==> src/logic/pdc_pkg.sv <==
// Package: register map, field layout and reset values of the pre-driver channel control
package pdc_pkg;

  // Channel count and bus widths
  localparam int unsigned NUM_CH = 8;
  localparam int unsigned ADDR_W = 6;
  localparam int unsigned DATA_W = 32;

  // Register offsets (byte addresses)
  localparam logic [5:0] OFF_SIDE     = 6'h00;
  localparam logic [5:0] OFF_FET      = 6'h04;
  localparam logic [5:0] OFF_ENABLE   = 6'h08;
  localparam logic [5:0] OFF_SRC      = 6'h0C;
  localparam logic [5:0] OFF_ON       = 6'h10;
  localparam logic [5:0] OFF_GCC      = 6'h14;
  localparam logic [5:0] OFF_FLAGS    = 6'h18;
  localparam logic [5:0] OFF_IRQ_STAT = 6'h1C;
  localparam logic [5:0] OFF_IRQ_CLR  = 6'h20;
  localparam logic [5:0] OFF_IRQ_EN   = 6'h24;

  // Bit positions in the read-to-clear flag register
  localparam int unsigned FLG_POR     = 0;
  localparam int unsigned FLG_EXT     = 1;
  localparam int unsigned FLG_CH6     = 2;
  localparam int unsigned FLG_SDO     = 3;
  localparam int unsigned FLG_CH6_LVL = 4;
  localparam int unsigned FLG_W       = 4;

  // Bit positions in the interrupt status, clear and enable registers
  localparam int unsigned IRQ_EXT = 0;
  localparam int unsigned IRQ_CH6 = 1;
  localparam int unsigned IRQ_SDO = 2;
  localparam int unsigned IRQ_W   = 3;

  // Channel six index (zero based)
  localparam int unsigned CH6_IDX = 5;

  // Reset values
  localparam logic [7:0]  RST_SIDE   = 8'h00;  // Low side on every channel
  localparam logic [7:0]  RST_FET    = 8'h00;  // N-type on every channel
  localparam logic [7:0]  RST_ENABLE = 8'h00;  // Every channel three-stated
  localparam logic [7:0]  RST_SRC    = 8'h00;
  localparam logic [7:0]  RST_ON     = 8'h00;
  localparam logic [15:0] RST_GCC    = 16'h0000;
  localparam logic [3:0]  RST_FLAGS  = 4'h1;   // Power-on flag set out of reset
  localparam logic [2:0]  RST_IRQ    = 3'h0;

  // Gate current codes
  typedef enum logic [1:0] {
    PDC_GCC_MAX  = 2'h0,
    PDC_GCC_20MA = 2'h1,
    PDC_GCC_5MA  = 2'h2,
    PDC_GCC_1MA  = 2'h3
  } pdc_gcc_t;

  // Static configuration of one channel as seen by its gate stage
  typedef struct packed {
    logic     high_side;
    logic     p_type;
    pdc_gcc_t gate_current;
  } pdc_chan_cfg_t;

  // Serial output guard states, Gray coded along run, block, wait
  typedef enum logic [1:0] {
    PDC_SDO_RUN   = 2'h0,
    PDC_SDO_BLOCK = 2'h1,
    PDC_SDO_WAIT  = 2'h3
  } pdc_sdo_state_t;

endpackage

==> src/logic/pdc_ctrl_top.sv <==
// Pre-driver channel control: configuration registers, output gating, reset flags
//
// Design decisions made here: the address map and strobed register access.
`timescale 1ns/100ps

module pdc_ctrl_top (
  input  wire logic                                 clk_i,
  input  wire logic                                 reset_n_i,
  input  wire logic [pdc_pkg::ADDR_W-1:0]           addr_i,
  input  wire logic [pdc_pkg::DATA_W-1:0]           wdata_i,
  input  wire logic                                 wr_i,
  input  wire logic                                 rd_i,
  output logic      [pdc_pkg::DATA_W-1:0]           rdata_o,
  input  wire logic                                 external_reset_input_n_i,
  input  wire logic                                 channel_six_enable_pin_i,
  input  wire logic [pdc_pkg::NUM_CH-1:0]           active_low_on_input_n_i,
  input  wire logic                                 sdo_ov_i,
  input  wire logic                                 cs_n_i,
  input  wire logic                                 sdo_data_i,
  output logic                                      sdo_o,
  output logic                                      sdo_oe_o,
  output logic                                      sdo_backfeed_block_o,
  output logic      [pdc_pkg::NUM_CH-1:0]           gate_on_o,
  output logic      [pdc_pkg::NUM_CH-1:0]           channel_output_enable_o,
  output pdc_pkg::pdc_chan_cfg_t [pdc_pkg::NUM_CH-1:0] chan_cfg_o,
  output logic                                      charge_pump_en_o,
  output logic                                      openload_diag_en_o,
  output logic                                      irq_o
);

  localparam int unsigned NCH = pdc_pkg::NUM_CH;

  // Address match for one register
  function automatic logic hit(input logic [pdc_pkg::ADDR_W-1:0] a,
                               input logic [pdc_pkg::ADDR_W-1:0] off);
    hit = (a == off);
  endfunction

  // Selected on/off control of one channel
  function automatic logic sel_on(input logic src, input logic reg_on, input logic pin_n);
    sel_on = src ? reg_on : ~pin_n;
  endfunction

  logic                   ext_meta_q;
  logic                   ext_n_q;
  logic                   ext_prev_q;
  logic                   ext_active;
  logic                   ch6_meta_q;
  logic                   ch6_q;
  logic                   ch6_prev_q;
  logic                   ch6_fall;
  logic [NCH-1:0]         non_meta_q;
  logic [NCH-1:0]         non_q;
  logic [NCH-1:0]         side_q;
  logic [NCH-1:0]         fet_q;
  logic [NCH-1:0]         en_q;
  logic [NCH-1:0]         src_q;
  logic [NCH-1:0]         on_q;
  logic [2*NCH-1:0]       gcc_q;
  logic [NCH-1:0]         drive_en_d;
  logic [NCH-1:0]         gate_on_d;
  logic [pdc_pkg::FLG_W-1:0] flags_q;
  logic [pdc_pkg::FLG_W-1:0] flag_set;
  logic [pdc_pkg::IRQ_W-1:0] irq_stat_q;
  logic [pdc_pkg::IRQ_W-1:0] irq_en_q;
  logic [pdc_pkg::IRQ_W-1:0] irq_set;
  logic                   rd_flags;
  logic                   sdo_ov_evt;
  logic                   pump_q;

  //////////////////////////////////////////////////////////////////////////////
  // Pin synchronisers; the first stage feeds only the second
  always_ff @(posedge clk_i or negedge reset_n_i) begin
    if (!reset_n_i) begin
      ext_meta_q <= 1'b0;
      ext_n_q    <= 1'b0;
      ext_prev_q <= 1'b1;
      ch6_meta_q <= 1'b0;
      ch6_q      <= 1'b0;
      ch6_prev_q <= 1'b0;
      non_meta_q <= '1;
      non_q      <= '1;
    end else begin
      ext_meta_q <= external_reset_input_n_i;
      ext_n_q    <= ext_meta_q;
      ext_prev_q <= ext_active;
      ch6_meta_q <= channel_six_enable_pin_i;
      ch6_q      <= ch6_meta_q;
      ch6_prev_q <= ch6_q;
      non_meta_q <= active_low_on_input_n_i;
      non_q      <= non_meta_q;
    end
  end

  // Active low input; internal reset is the OR with power-on reset
  assign ext_active = ~ext_n_q;
  // Disable counts only when channel six was actually enabled
  assign ch6_fall   = ch6_prev_q & ~ch6_q & en_q[pdc_pkg::CH6_IDX];
  assign rd_flags   = rd_i & hit(addr_i, pdc_pkg::OFF_FLAGS);

  //////////////////////////////////////////////////////////////////////////////
  // Configuration registers; external reset returns them to defaults
  always_ff @(posedge clk_i or negedge reset_n_i) begin
    if (!reset_n_i) begin
      side_q <= pdc_pkg::RST_SIDE;
      fet_q  <= pdc_pkg::RST_FET;
      en_q   <= pdc_pkg::RST_ENABLE;
      src_q  <= pdc_pkg::RST_SRC;
      on_q   <= pdc_pkg::RST_ON;
      gcc_q  <= pdc_pkg::RST_GCC;
    end else if (ext_active) begin
      side_q <= pdc_pkg::RST_SIDE;
      fet_q  <= pdc_pkg::RST_FET;
      en_q   <= pdc_pkg::RST_ENABLE;
      src_q  <= pdc_pkg::RST_SRC;
      on_q   <= pdc_pkg::RST_ON;
      gcc_q  <= pdc_pkg::RST_GCC;
    end else if (wr_i) begin
      if (hit(addr_i, pdc_pkg::OFF_SIDE))   side_q <= wdata_i[NCH-1:0];
      if (hit(addr_i, pdc_pkg::OFF_FET))    fet_q  <= wdata_i[NCH-1:0];
      if (hit(addr_i, pdc_pkg::OFF_ENABLE)) en_q   <= wdata_i[NCH-1:0];
      if (hit(addr_i, pdc_pkg::OFF_SRC))    src_q  <= wdata_i[NCH-1:0];
      if (hit(addr_i, pdc_pkg::OFF_ON))     on_q   <= wdata_i[NCH-1:0];
      if (hit(addr_i, pdc_pkg::OFF_GCC))    gcc_q  <= wdata_i[2*NCH-1:0];
    end
  end

  //////////////////////////////////////////////////////////////////////////////
  // Channel gating: enable bit, channel six pin, and no external reset
  always_comb begin
    for (int i = 0; i < NCH; i++) begin
      drive_en_d[i] = en_q[i] & ~ext_active;
      gate_on_d[i]  = sel_on(src_q[i], on_q[i], non_q[i]);
    end
    drive_en_d[pdc_pkg::CH6_IDX] = en_q[pdc_pkg::CH6_IDX] & ch6_q & ~ext_active;
  end

  // Gate outputs from flops; a disabled channel is also forced off
  always_ff @(posedge clk_i or negedge reset_n_i) begin
    if (!reset_n_i) begin
      channel_output_enable_o <= '0;
      gate_on_o               <= '0;
    end else begin
      channel_output_enable_o <= drive_en_d;
      gate_on_o               <= drive_en_d & gate_on_d;
    end
  end

  // Static per-channel setup as seen by the gate stage
  always_comb begin
    for (int i = 0; i < NCH; i++) begin
      chan_cfg_o[i].high_side    = side_q[i];
      chan_cfg_o[i].p_type       = fet_q[i];
      chan_cfg_o[i].gate_current = pdc_pkg::pdc_gcc_t'(gcc_q[2*i +: 2]);
    end
  end

  //////////////////////////////////////////////////////////////////////////////
  // Pump and open-load regulators run only with both resets released
  always_ff @(posedge clk_i or negedge reset_n_i) begin
    if (!reset_n_i) pump_q <= 1'b0;
    else pump_q <= ~ext_active;
  end

  assign charge_pump_en_o   = pump_q;
  assign openload_diag_en_o = pump_q;

  //////////////////////////////////////////////////////////////////////////////
  // Serial output guard
  pdc_sdo_guard pdc_sdo_guard_i (
    .clk_i            (clk_i),
    .reset_n_i        (reset_n_i),
    .clear_i          (ext_active),
    .sdo_ov_i         (sdo_ov_i),
    .cs_n_i           (cs_n_i),
    .sdo_data_i       (sdo_data_i),
    .sdo_o            (sdo_o),
    .sdo_oe_o         (sdo_oe_o),
    .backfeed_block_o (sdo_backfeed_block_o),
    .ov_event_o       (sdo_ov_evt)
  );

  //////////////////////////////////////////////////////////////////////////////
  // Read-to-clear flags; a set in the reading cycle survives the clear
  always_comb begin
    flag_set                   = '0;
    flag_set[pdc_pkg::FLG_EXT] = ext_active;
    flag_set[pdc_pkg::FLG_CH6] = ch6_fall;
    flag_set[pdc_pkg::FLG_SDO] = sdo_ov_evt;
  end

  always_ff @(posedge clk_i or negedge reset_n_i) begin
    if (!reset_n_i) begin
      flags_q <= pdc_pkg::RST_FLAGS;  // Power-on flag set
    end else if (ext_active) begin
      // Diagnostics dropped, external reset flag held set, power-on flag still cleared by a read
      flags_q[pdc_pkg::FLG_EXT] <= 1'b1;
      flags_q[pdc_pkg::FLG_CH6] <= 1'b0;
      flags_q[pdc_pkg::FLG_SDO] <= 1'b0;
      if (rd_flags) flags_q[pdc_pkg::FLG_POR] <= 1'b0;
    end else if (rd_flags) begin
      flags_q <= flag_set;
    end else begin
      flags_q <= flags_q | flag_set;
    end
  end

  //////////////////////////////////////////////////////////////////////////////
  // Interrupt status: sticky, write-one-to-clear via a separate register
  assign irq_set = {sdo_ov_evt, ch6_fall, ext_active & ~ext_prev_q};

  always_ff @(posedge clk_i or negedge reset_n_i) begin
    if (!reset_n_i) begin
      irq_stat_q <= pdc_pkg::RST_IRQ;
      irq_en_q   <= pdc_pkg::RST_IRQ;
    end else begin
      if (wr_i && hit(addr_i, pdc_pkg::OFF_IRQ_CLR)) begin
        irq_stat_q <= (irq_stat_q & ~wdata_i[pdc_pkg::IRQ_W-1:0]) | irq_set;  // Set wins
      end else begin
        irq_stat_q <= irq_stat_q | irq_set;
      end
      if (wr_i && hit(addr_i, pdc_pkg::OFF_IRQ_EN)) irq_en_q <= wdata_i[pdc_pkg::IRQ_W-1:0];
    end
  end

  assign irq_o = |(irq_stat_q & irq_en_q);

  //////////////////////////////////////////////////////////////////////////////
  // Read data, valid only in the cycle after the strobe; unmapped reads zero
  always_ff @(posedge clk_i or negedge reset_n_i) begin
    if (!reset_n_i) begin
      rdata_o <= '0;
    end else if (rd_i) begin
      rdata_o <= '0;
      case (addr_i)
        pdc_pkg::OFF_SIDE:     rdata_o[NCH-1:0] <= side_q;
        pdc_pkg::OFF_FET:      rdata_o[NCH-1:0] <= fet_q;
        pdc_pkg::OFF_ENABLE:   rdata_o[NCH-1:0] <= en_q;
        pdc_pkg::OFF_SRC:      rdata_o[NCH-1:0] <= src_q;
        pdc_pkg::OFF_ON:       rdata_o[NCH-1:0] <= on_q;
        pdc_pkg::OFF_GCC:      rdata_o[2*NCH-1:0] <= gcc_q;
        pdc_pkg::OFF_FLAGS: begin
          rdata_o[pdc_pkg::FLG_W-1:0]      <= flags_q;
          rdata_o[pdc_pkg::FLG_CH6_LVL]    <= ch6_q;  // Live pin level
        end
        pdc_pkg::OFF_IRQ_STAT: rdata_o[pdc_pkg::IRQ_W-1:0] <= irq_stat_q;
        pdc_pkg::OFF_IRQ_EN:   rdata_o[pdc_pkg::IRQ_W-1:0] <= irq_en_q;
        default:               rdata_o <= '0;
      endcase
    end else begin
      rdata_o <= '0;
    end
  end
endmodule // pdc_ctrl_top

==> src/logic/pdc_sdo_guard.sv <==
// Serial data output overvoltage guard with chip-select re-arm
`timescale 1ns/100ps
module pdc_sdo_guard (
  input  wire logic clk_i,
  input  wire logic reset_n_i,
  input  wire logic clear_i,
  input  wire logic sdo_ov_i,
  input  wire logic cs_n_i,
  input  wire logic sdo_data_i,
  output logic      sdo_o,
  output logic      sdo_oe_o,
  output logic      backfeed_block_o,
  output logic      ov_event_o
);

  logic                    ov_meta_q;
  logic                    ov_q;
  logic                    ov_prev_q;
  logic                    cs_meta_q;
  logic                    cs_q;
  logic                    cs_prev_q;
  logic                    cs_rise;
  pdc_pkg::pdc_sdo_state_t state_q;

  //////////////////////////////////////////////////////////////////////////////
  // Pin synchronisers; edges are taken from the second stage only
  always_ff @(posedge clk_i or negedge reset_n_i) begin
    if (!reset_n_i) begin
      ov_meta_q <= 1'b0;
      ov_q      <= 1'b0;
      ov_prev_q <= 1'b0;
      cs_meta_q <= 1'b1;
      cs_q      <= 1'b1;
      cs_prev_q <= 1'b1;
    end else begin
      ov_meta_q <= sdo_ov_i;
      ov_q      <= ov_meta_q;
      ov_prev_q <= ov_q;
      cs_meta_q <= cs_n_i;
      cs_q      <= cs_meta_q;
      cs_prev_q <= cs_q;
    end
  end

  assign cs_rise    = cs_q & ~cs_prev_q;
  assign ov_event_o = ov_q & ~ov_prev_q;  // One pulse per overvoltage episode

  //////////////////////////////////////////////////////////////////////////////
  // Driver state: off while overvoltage, then wait for chip-select release
  always_ff @(posedge clk_i or negedge reset_n_i) begin
    if (!reset_n_i) begin
      state_q <= pdc_pkg::PDC_SDO_RUN;
    end else if (clear_i) begin
      state_q <= pdc_pkg::PDC_SDO_RUN;  // Protection state is dropped on reset
    end else begin
      case (state_q)
        pdc_pkg::PDC_SDO_RUN: begin
          if (ov_q) state_q <= pdc_pkg::PDC_SDO_BLOCK;
        end
        pdc_pkg::PDC_SDO_BLOCK: begin
          if (!ov_q) state_q <= pdc_pkg::PDC_SDO_WAIT;
        end
        pdc_pkg::PDC_SDO_WAIT: begin
          if (ov_q) state_q <= pdc_pkg::PDC_SDO_BLOCK;
          else if (cs_rise) state_q <= pdc_pkg::PDC_SDO_RUN;
        end
        default: state_q <= pdc_pkg::PDC_SDO_BLOCK;
      endcase
    end
  end

  // Data from a flop; enable only while selected and not blocked
  always_ff @(posedge clk_i or negedge reset_n_i) begin
    if (!reset_n_i) sdo_o <= 1'b0;
    else sdo_o <= sdo_data_i;
  end

  assign sdo_oe_o         = (state_q == pdc_pkg::PDC_SDO_RUN) & ~cs_q & ~ov_q;
  assign backfeed_block_o = (state_q != pdc_pkg::PDC_SDO_RUN) | ov_q;
endmodule // pdc_sdo_guard

==> config.mk <==
export PLATFORM = sky130hd
export DESIGN_NAME = pdc_ctrl_top
export DESIGN_NICKNAME = d
export VERILOG_FILES = /design/src/logic/pdc_pkg.sv /design/src/logic/pdc_ctrl_top.sv /design/src/logic/pdc_sdo_guard.sv
export SDC_FILE = /design/constraint.sdc
export NUM_CORES = 1
export LEC_CHECK = 0
export ABC_AREA = 1
export ABC_CLOCK_PERIOD_IN_PS = 1900
export BUFFER_PORTS_ARGS = -buffer_cell sky130_fd_sc_hd__buf_2
export CAP_MARGIN = 30
export CORE_MARGIN = 3
export CORE_UTILIZATION = 50
export CTS_CLUSTER_SIZE = 40
export DETAILED_ROUTE_END_ITERATION = 7
export GPL_TIMING_DRIVEN = 0
export PLACE_DENSITY = 0.73
export SLEW_MARGIN = 0
export SYNTH_ARGS = -nofsm -noshare
export SYNTH_HDL_FRONTEND = slang
export SYNTH_SLANG_ARGS = --single-unit
==> constraint.sdc <==
create_clock -name clk_i -period 1.9 [get_ports clk_i]
set_input_delay 0 -clock clk_i [delete_from_list [all_inputs] [get_ports clk_i]]
set_output_delay 0 -clock clk_i [all_outputs]
set_load 0.05 [all_outputs]
# Yosys cells after proc, flatten, opt, wreduce, memory -nomap -nowiden
# Cells that the tools add are included.
# Widths: inputs -> output; s select.
[op_classes]
n_eq_ne = 21
muxes = 41
n_bitwise = 40
n_reduce_logical = 14
[ops]
columns = ["cell", "count"]
rows = [
  ["$mux 8", 16],
  ["$mux 16", 4],
  ["$pmux 3 s9", 1],
  ["$eq 6x5->1 const B", 4],
  ["$pmux 3 s6", 1],
  ["$and 1x1->1", 17],
  ["$not 1->1", 15],
  ["$pmux 2 s7", 1],
  ["$eq 6x4->1 const B", 2],
  ["$eq 6x6->1 const B", 2],
  ["$ne 2x1->1 const B", 6],
  ["$reduce_and 2->1", 6],
  ["$mux 2", 5],
  ["$mux 1", 9],
  ["$and 8x8->8", 1],
  ["$mux 4", 2],
  ["$and 3x3->3", 2],
  ["$eq 6x3->1 const B", 1],
  ["$logic_not 6->1", 1],
  ["$or 3x3->3", 2],
  ["$pmux 2 s3", 1],
  ["$ne 4x2->1 const B", 1],
  ["$or 4x4->4", 1],
  ["$reduce_bool 2->1", 2],
  ["12 further kinds", 13],
]
[totals]
register_bits = 146
inputBits = 55
output_inout_bits = 86
elab_cells = 146

# Longest topological paths before layout
[depth]
ltp_word = 6
depth_mapped = 10
mapped_depth_nobuf = 10

# Cells and area by module
# Synthesis repeated with hierarchy kept, for this count alone.
[unflattened]
hier_cells = 546
hier_area_um2 = 5220.0
[by_module_without_submodules]
columns = ["module", "instances", "cells_per_inst", "area_per_inst_um2", "seq_area_each_um2"]
rows = [
  ["pdc_ctrl_top", 1, 525, 4931.0, 3050.4],
  ["pdc_sdo_guard", 1, 21, 289.0, 229.0],
]

# Worst setup path after synthesis
# OpenSTA, ideal clock, no wires.
[synth_timing]
kind = "register to output"
startpoint = "register pdc_sdo_guard_i.state_q[0]"
endpoint = "output sdo_oe_o"
t_arrival_ns = 1.554
required_ns = 1.900
path_slack_ns = 0.346
path_stages_with_launch = 4
n_path_buf = 0
path_cell_list = "dfrtp_1 > nor2_1 > nand2_1 > nor2_1"
[synth_between]
elab_chain_len = 3
[synth_lines]
columns = ["element", "line", "rtl"]
rows = [
  ["from (decl)", "pdc_sdo_guard.sv:23", "pdc_pkg::pdc_sdo_state_t state_q;"],
  ["from (signal assigned)", "pdc_sdo_guard.sv:52", "state_q <= pdc_pkg::PDC_SDO_RUN;"],
  ["from (signal assigned)", "pdc_sdo_guard.sv:54", "state_q <= pdc_pkg::PDC_SDO_RUN;"],
  ["from (signal assigned)", "pdc_sdo_guard.sv:58", "if (ov_q) state_q <= pdc_pkg::PDC_SDO_BLOCK;"],
  ["$logic_not 2->1", "pdc_sdo_guard.sv:78", "assign sdo_oe_o = (state_q == pdc_pkg::PDC_SDO_RUN) & ~cs_q & ~ov_q;"],
  ["$and 1x1->1 (2 in a row)", "pdc_sdo_guard.sv:78", ""],
  ["to (decl)", "pdc_ctrl_top.sv:21", "output logic sdo_oe_o,"],
]
# Every way passes these cells.

# Worst setup path after layout
[layout_timing]
startpoint = "register ext_n_q"
endpoint = "register fet_q[5]"
[layout_between]
elab_chain_len = 2
word_cells_on_any_way = 4
classes_between = "eq/ne (2); mux (1); reduce/logical (1)"
[layout_lines]
columns = ["element", "line", "rtl"]
rows = [
  ["from (decl)", "pdc_ctrl_top.sv:45", "logic ext_n_q;"],
  ["from (signal assigned)", "pdc_ctrl_top.sv:85", "ext_n_q <= ext_meta_q;"],
  ["$ne 2x1->1 (no line) or $ne 2x2->1 (tied branches)", "--", ""],
  ["$reduce_and 2->1 (no line)", "--", ""],
  ["to (signal assigned)", "pdc_ctrl_top.sv:106", "fet_q <= pdc_pkg::RST_FET;"],
  ["to (signal assigned)", "pdc_ctrl_top.sv:113", "fet_q <= pdc_pkg::RST_FET;"],
  ["to (signal assigned)", "pdc_ctrl_top.sv:120", "if (hit(addr_i, pdc_pkg::OFF_FET)) fet_q <= wdata_i[NCH-1:0];"],
  ["to (decl)", "pdc_ctrl_top.sv:55", "logic [NCH-1:0] fet_q;"],
]
# Parallel ways exist; a longest one is shown, timed or not.
# A chain may end at the register's enable or synchronous reset.

==> results.toml <==
[run_status]
status = "completed"

[timing]
final.setup_skew_ns = 0.00505
postLayoutSetupSlackWorst_ns = 0.109
fmax_mhz = 558
slew-limit-headroom_pct = 36.9
setup_tns_ns = 0
finalCritPeriodShare_pct = 94.3
period_needed_ns = 1.79
setup_violations = 0
drv_slew = 0
worst-slew-pin-transition_ns = 0.943
grt_setup_unrepaired = "false"
hold_violations = 0

[finish]
multi_input_area_um2 = 1630
layout.cells.non_filler = 884
layout_common_cells = "nand2_1, buf_2, dfrtp_1, o21ai_0, inv_1"
nNetsFinal = 790
fillers = 818
final_common_cell = "nand2_1"
area_growth_pct = 32.7
num_antenna_cells = 0
regArea_um2 = 3280
drive_gt1_share_pct = 28.6
post-route-util_pct = 68.4

[pwr]
p_int_mw = 4.99
pwr-share-seq_pct = 43.4
combPwrFrac_pct = 11.0
switching_share_pct = 27.4
p_leak_nw = 3.71
ir_drop_v = 0.000539
power_density_nw_per_um2 = 972
switchingPower_mw = 1.88
p_clk_share_pct = 45.5
fin_total_pwr_mw = 6.87

[clocking]
cts_tree = "done"
postCtsSetupRepairBufs = 0
clkTransAtPathRegs_ns = 0.06
cts.path.max_buffers = 2
insertion_delay_ns = 0.53
clock_sinks = 130
ctsHtreeMaxLevel = 4
cts_made_buffers = 17
clockRootBuffer = "clkbuf_8"

[place]
io_buffer_count = 108
gp_congestion = 0.915
pre_cts_slack_ns = 0.195
hpwl_um = 9490
dp_cells = 816

[synthesis]
synth-seq-cells = 130
syn_avg_cell_area_um2 = 9.57
synthArstFlopShare_pct = 100
yosysTopAreaCell = "dfrtp_1"
syn_inst = 556
synth-edff-count = 0
yosysWarnings = 0
synth_cell_types = 30
netlist_area_um2 = 5320
seq_area_frac_synth_pct = 61.6
yosysTopAreaCellShare_pct = 51.2
synth_ff_type = "dfrtp_1"
synth.area.top_cells = "dfrtp_1, dfstp_2, nand2_1"

[die]
die_w_um = 109
coreArea_um2 = 10300
io-pin-count = 141
rows = 37
start_util_pct = 51.6
die-area_um2 = 11900
die_h_um = 109

[worst_setup_path]
crit_slowest_cell = "a31oi_2"
path_cells = "buf_4, inv_1, a31oi_2, buf_2, nand2_1, o21ai_0"
path_class = "flip-flop to flip-flop"
required_ns = 2.34
worstPathBufferInverterCount = 3
cp_max_fo = 10
worst_setup_path_start_kind = "flip-flop"
critPathMaxStageDelay_ns = 0.48
cp_top_family = "buffers and inverters"
arrival_ns = 2.23
end_kind = "flip-flop"

[grt]
grt_max_degree = 102
grt_pass1_vias = 4630
grt_pass1_wl_um = 22600
grtUsageTotal_pct = 25.0
overflow = 0
antenna_found_initial = 0

[detailed_routing]
wirelength_um = 14300
drc = 0
first_pass_iters = 6
vias_per_cell = 5.17
avgRoutedWirePerCell_um = 16.1
num_vias = 4571
final_antenna_net_count = 0
drtIter0Drc = 385

[job]
max_cap_violations = 0

[hold_path]
hp-class = "input port to flip-flop"
-- worst paths after layout --
path,start,endpoint,slack (ns),cells past startpoint
worst max-delay path,ext_n_q,fet_q[5],0.11,6
min in group asynchronous,reset_n_i,non_meta_q[0],0.05,2
worst max register to register,ext_n_q,fet_q[5],0.11,6
worst min register to register,pdc_sdo_guard_i.ov_meta_q,pdc_sdo_guard_i.ov_q,0.35,0
worst min-delay path,addr_i[4],irq_en_q[2],0.006,4
max in group asynchronous,reset_n_i,fet_q[6],0.49,3
-- per-layer routing --
layer / vias to the layer above / part of all wire (%) / global-route usage (%)
met5: - / 0 / 0
met4: 0 / 3.0 / 10.3
met3: 39 / 9.0 / 6.63
met2: 243 / 49 / 40.3
met1: 2177 / 39 / 32.2
li1: 2112 / - / -
-- timing repair --
item                       in CTS  in global routing
setup endpoints to repair       0                  1
hold endpoints to repair      209                  0
hold buffers                   36                  0
resized for setup               0                  1
-- cell usage after synthesis (all sizes together) (2+ instances only) --
| library cell | count |
|---|---|
| dfstp | 21 |
| nand4 | 12 |
| nand2 | 133 |
| o21ai | 78 |
| clkbuf | 2 |
| inv | 67 |
| buf | 28 |
| dfrtp | 109 |
| a21oi | 19 |
| nor2 | 44 |
| nand3 | 37 |
-- cells by family (layout without fill, tap and decap cells) --
| family | Yosys count | count (layout) | share of synthesized area [%] |
|---|---|---|---|
| AOI/OAI and AO/OA | 100 | 100 | 10.2 |
| DFF | 130 | 130 | 61.6 |
| and+or+nand+nor | 228 | 228 | 19.3 |
| other | 1 | 16 | 0.0705 |
| buffers and inverters | 97 | 274 | 8.84 |
-- cell type report --
type	instances	share of cell area, %
inverters	67	3.60
flip-flops and latches	130	46.4
clock inverters	15	2.28
repair buffers	145	13.2
clock buffers	17	5.86
multi-input cells	344	23.1
well taps	136	2.41
plain buffers	30	3.06
-- tightest hold or removal path, cell delays in order --
cell	delay, ns
buf_2	0.12
nor2_1	0.12
nand3_2	0.14
o21ai_0	0.10
-- metrics by stage --
stage	hold WS, ns	instance area [um^2]
6_report	0.00633	7060
5_1_grt	0.0277	7060
4_1_cts	0.00111	7060
3_5_place_dp	-0.108	6120
3_3_place_gp	0.105	6090
2_1_floorplan	-0.296	5380
-- sequential cells by signal (all words and copies together), names as in the netlist, 2 cells and up --
register / flops
non_q: 8
en_q: 8
side_q: 8
gate_on_o: 8
on_q: 8
non_meta_q: 8
flags_q: 4
gcc_q: 16
fet_q: 8
pdc_sdo_guard_i.state_q: 2
rdata_o: 16
irq_en_q: 3
channel_output_enable_o: 8
src_q: 8
irq_stat_q: 3
-- power groups by stage --
stage          Combinational (mW)  Sequential [mW]  Clock (mW)
6_report                    0.759             2.98        3.13
3_5_place_dp                0.691             3.02           0
4_1_cts                     0.756             2.98        3.15
2_1_floorplan               0.339             3.12           0
5_1_grt                     0.821             2.99        3.29
3_3_place_gp                0.667             3.02           0
(Power assumes the default switching activity.)
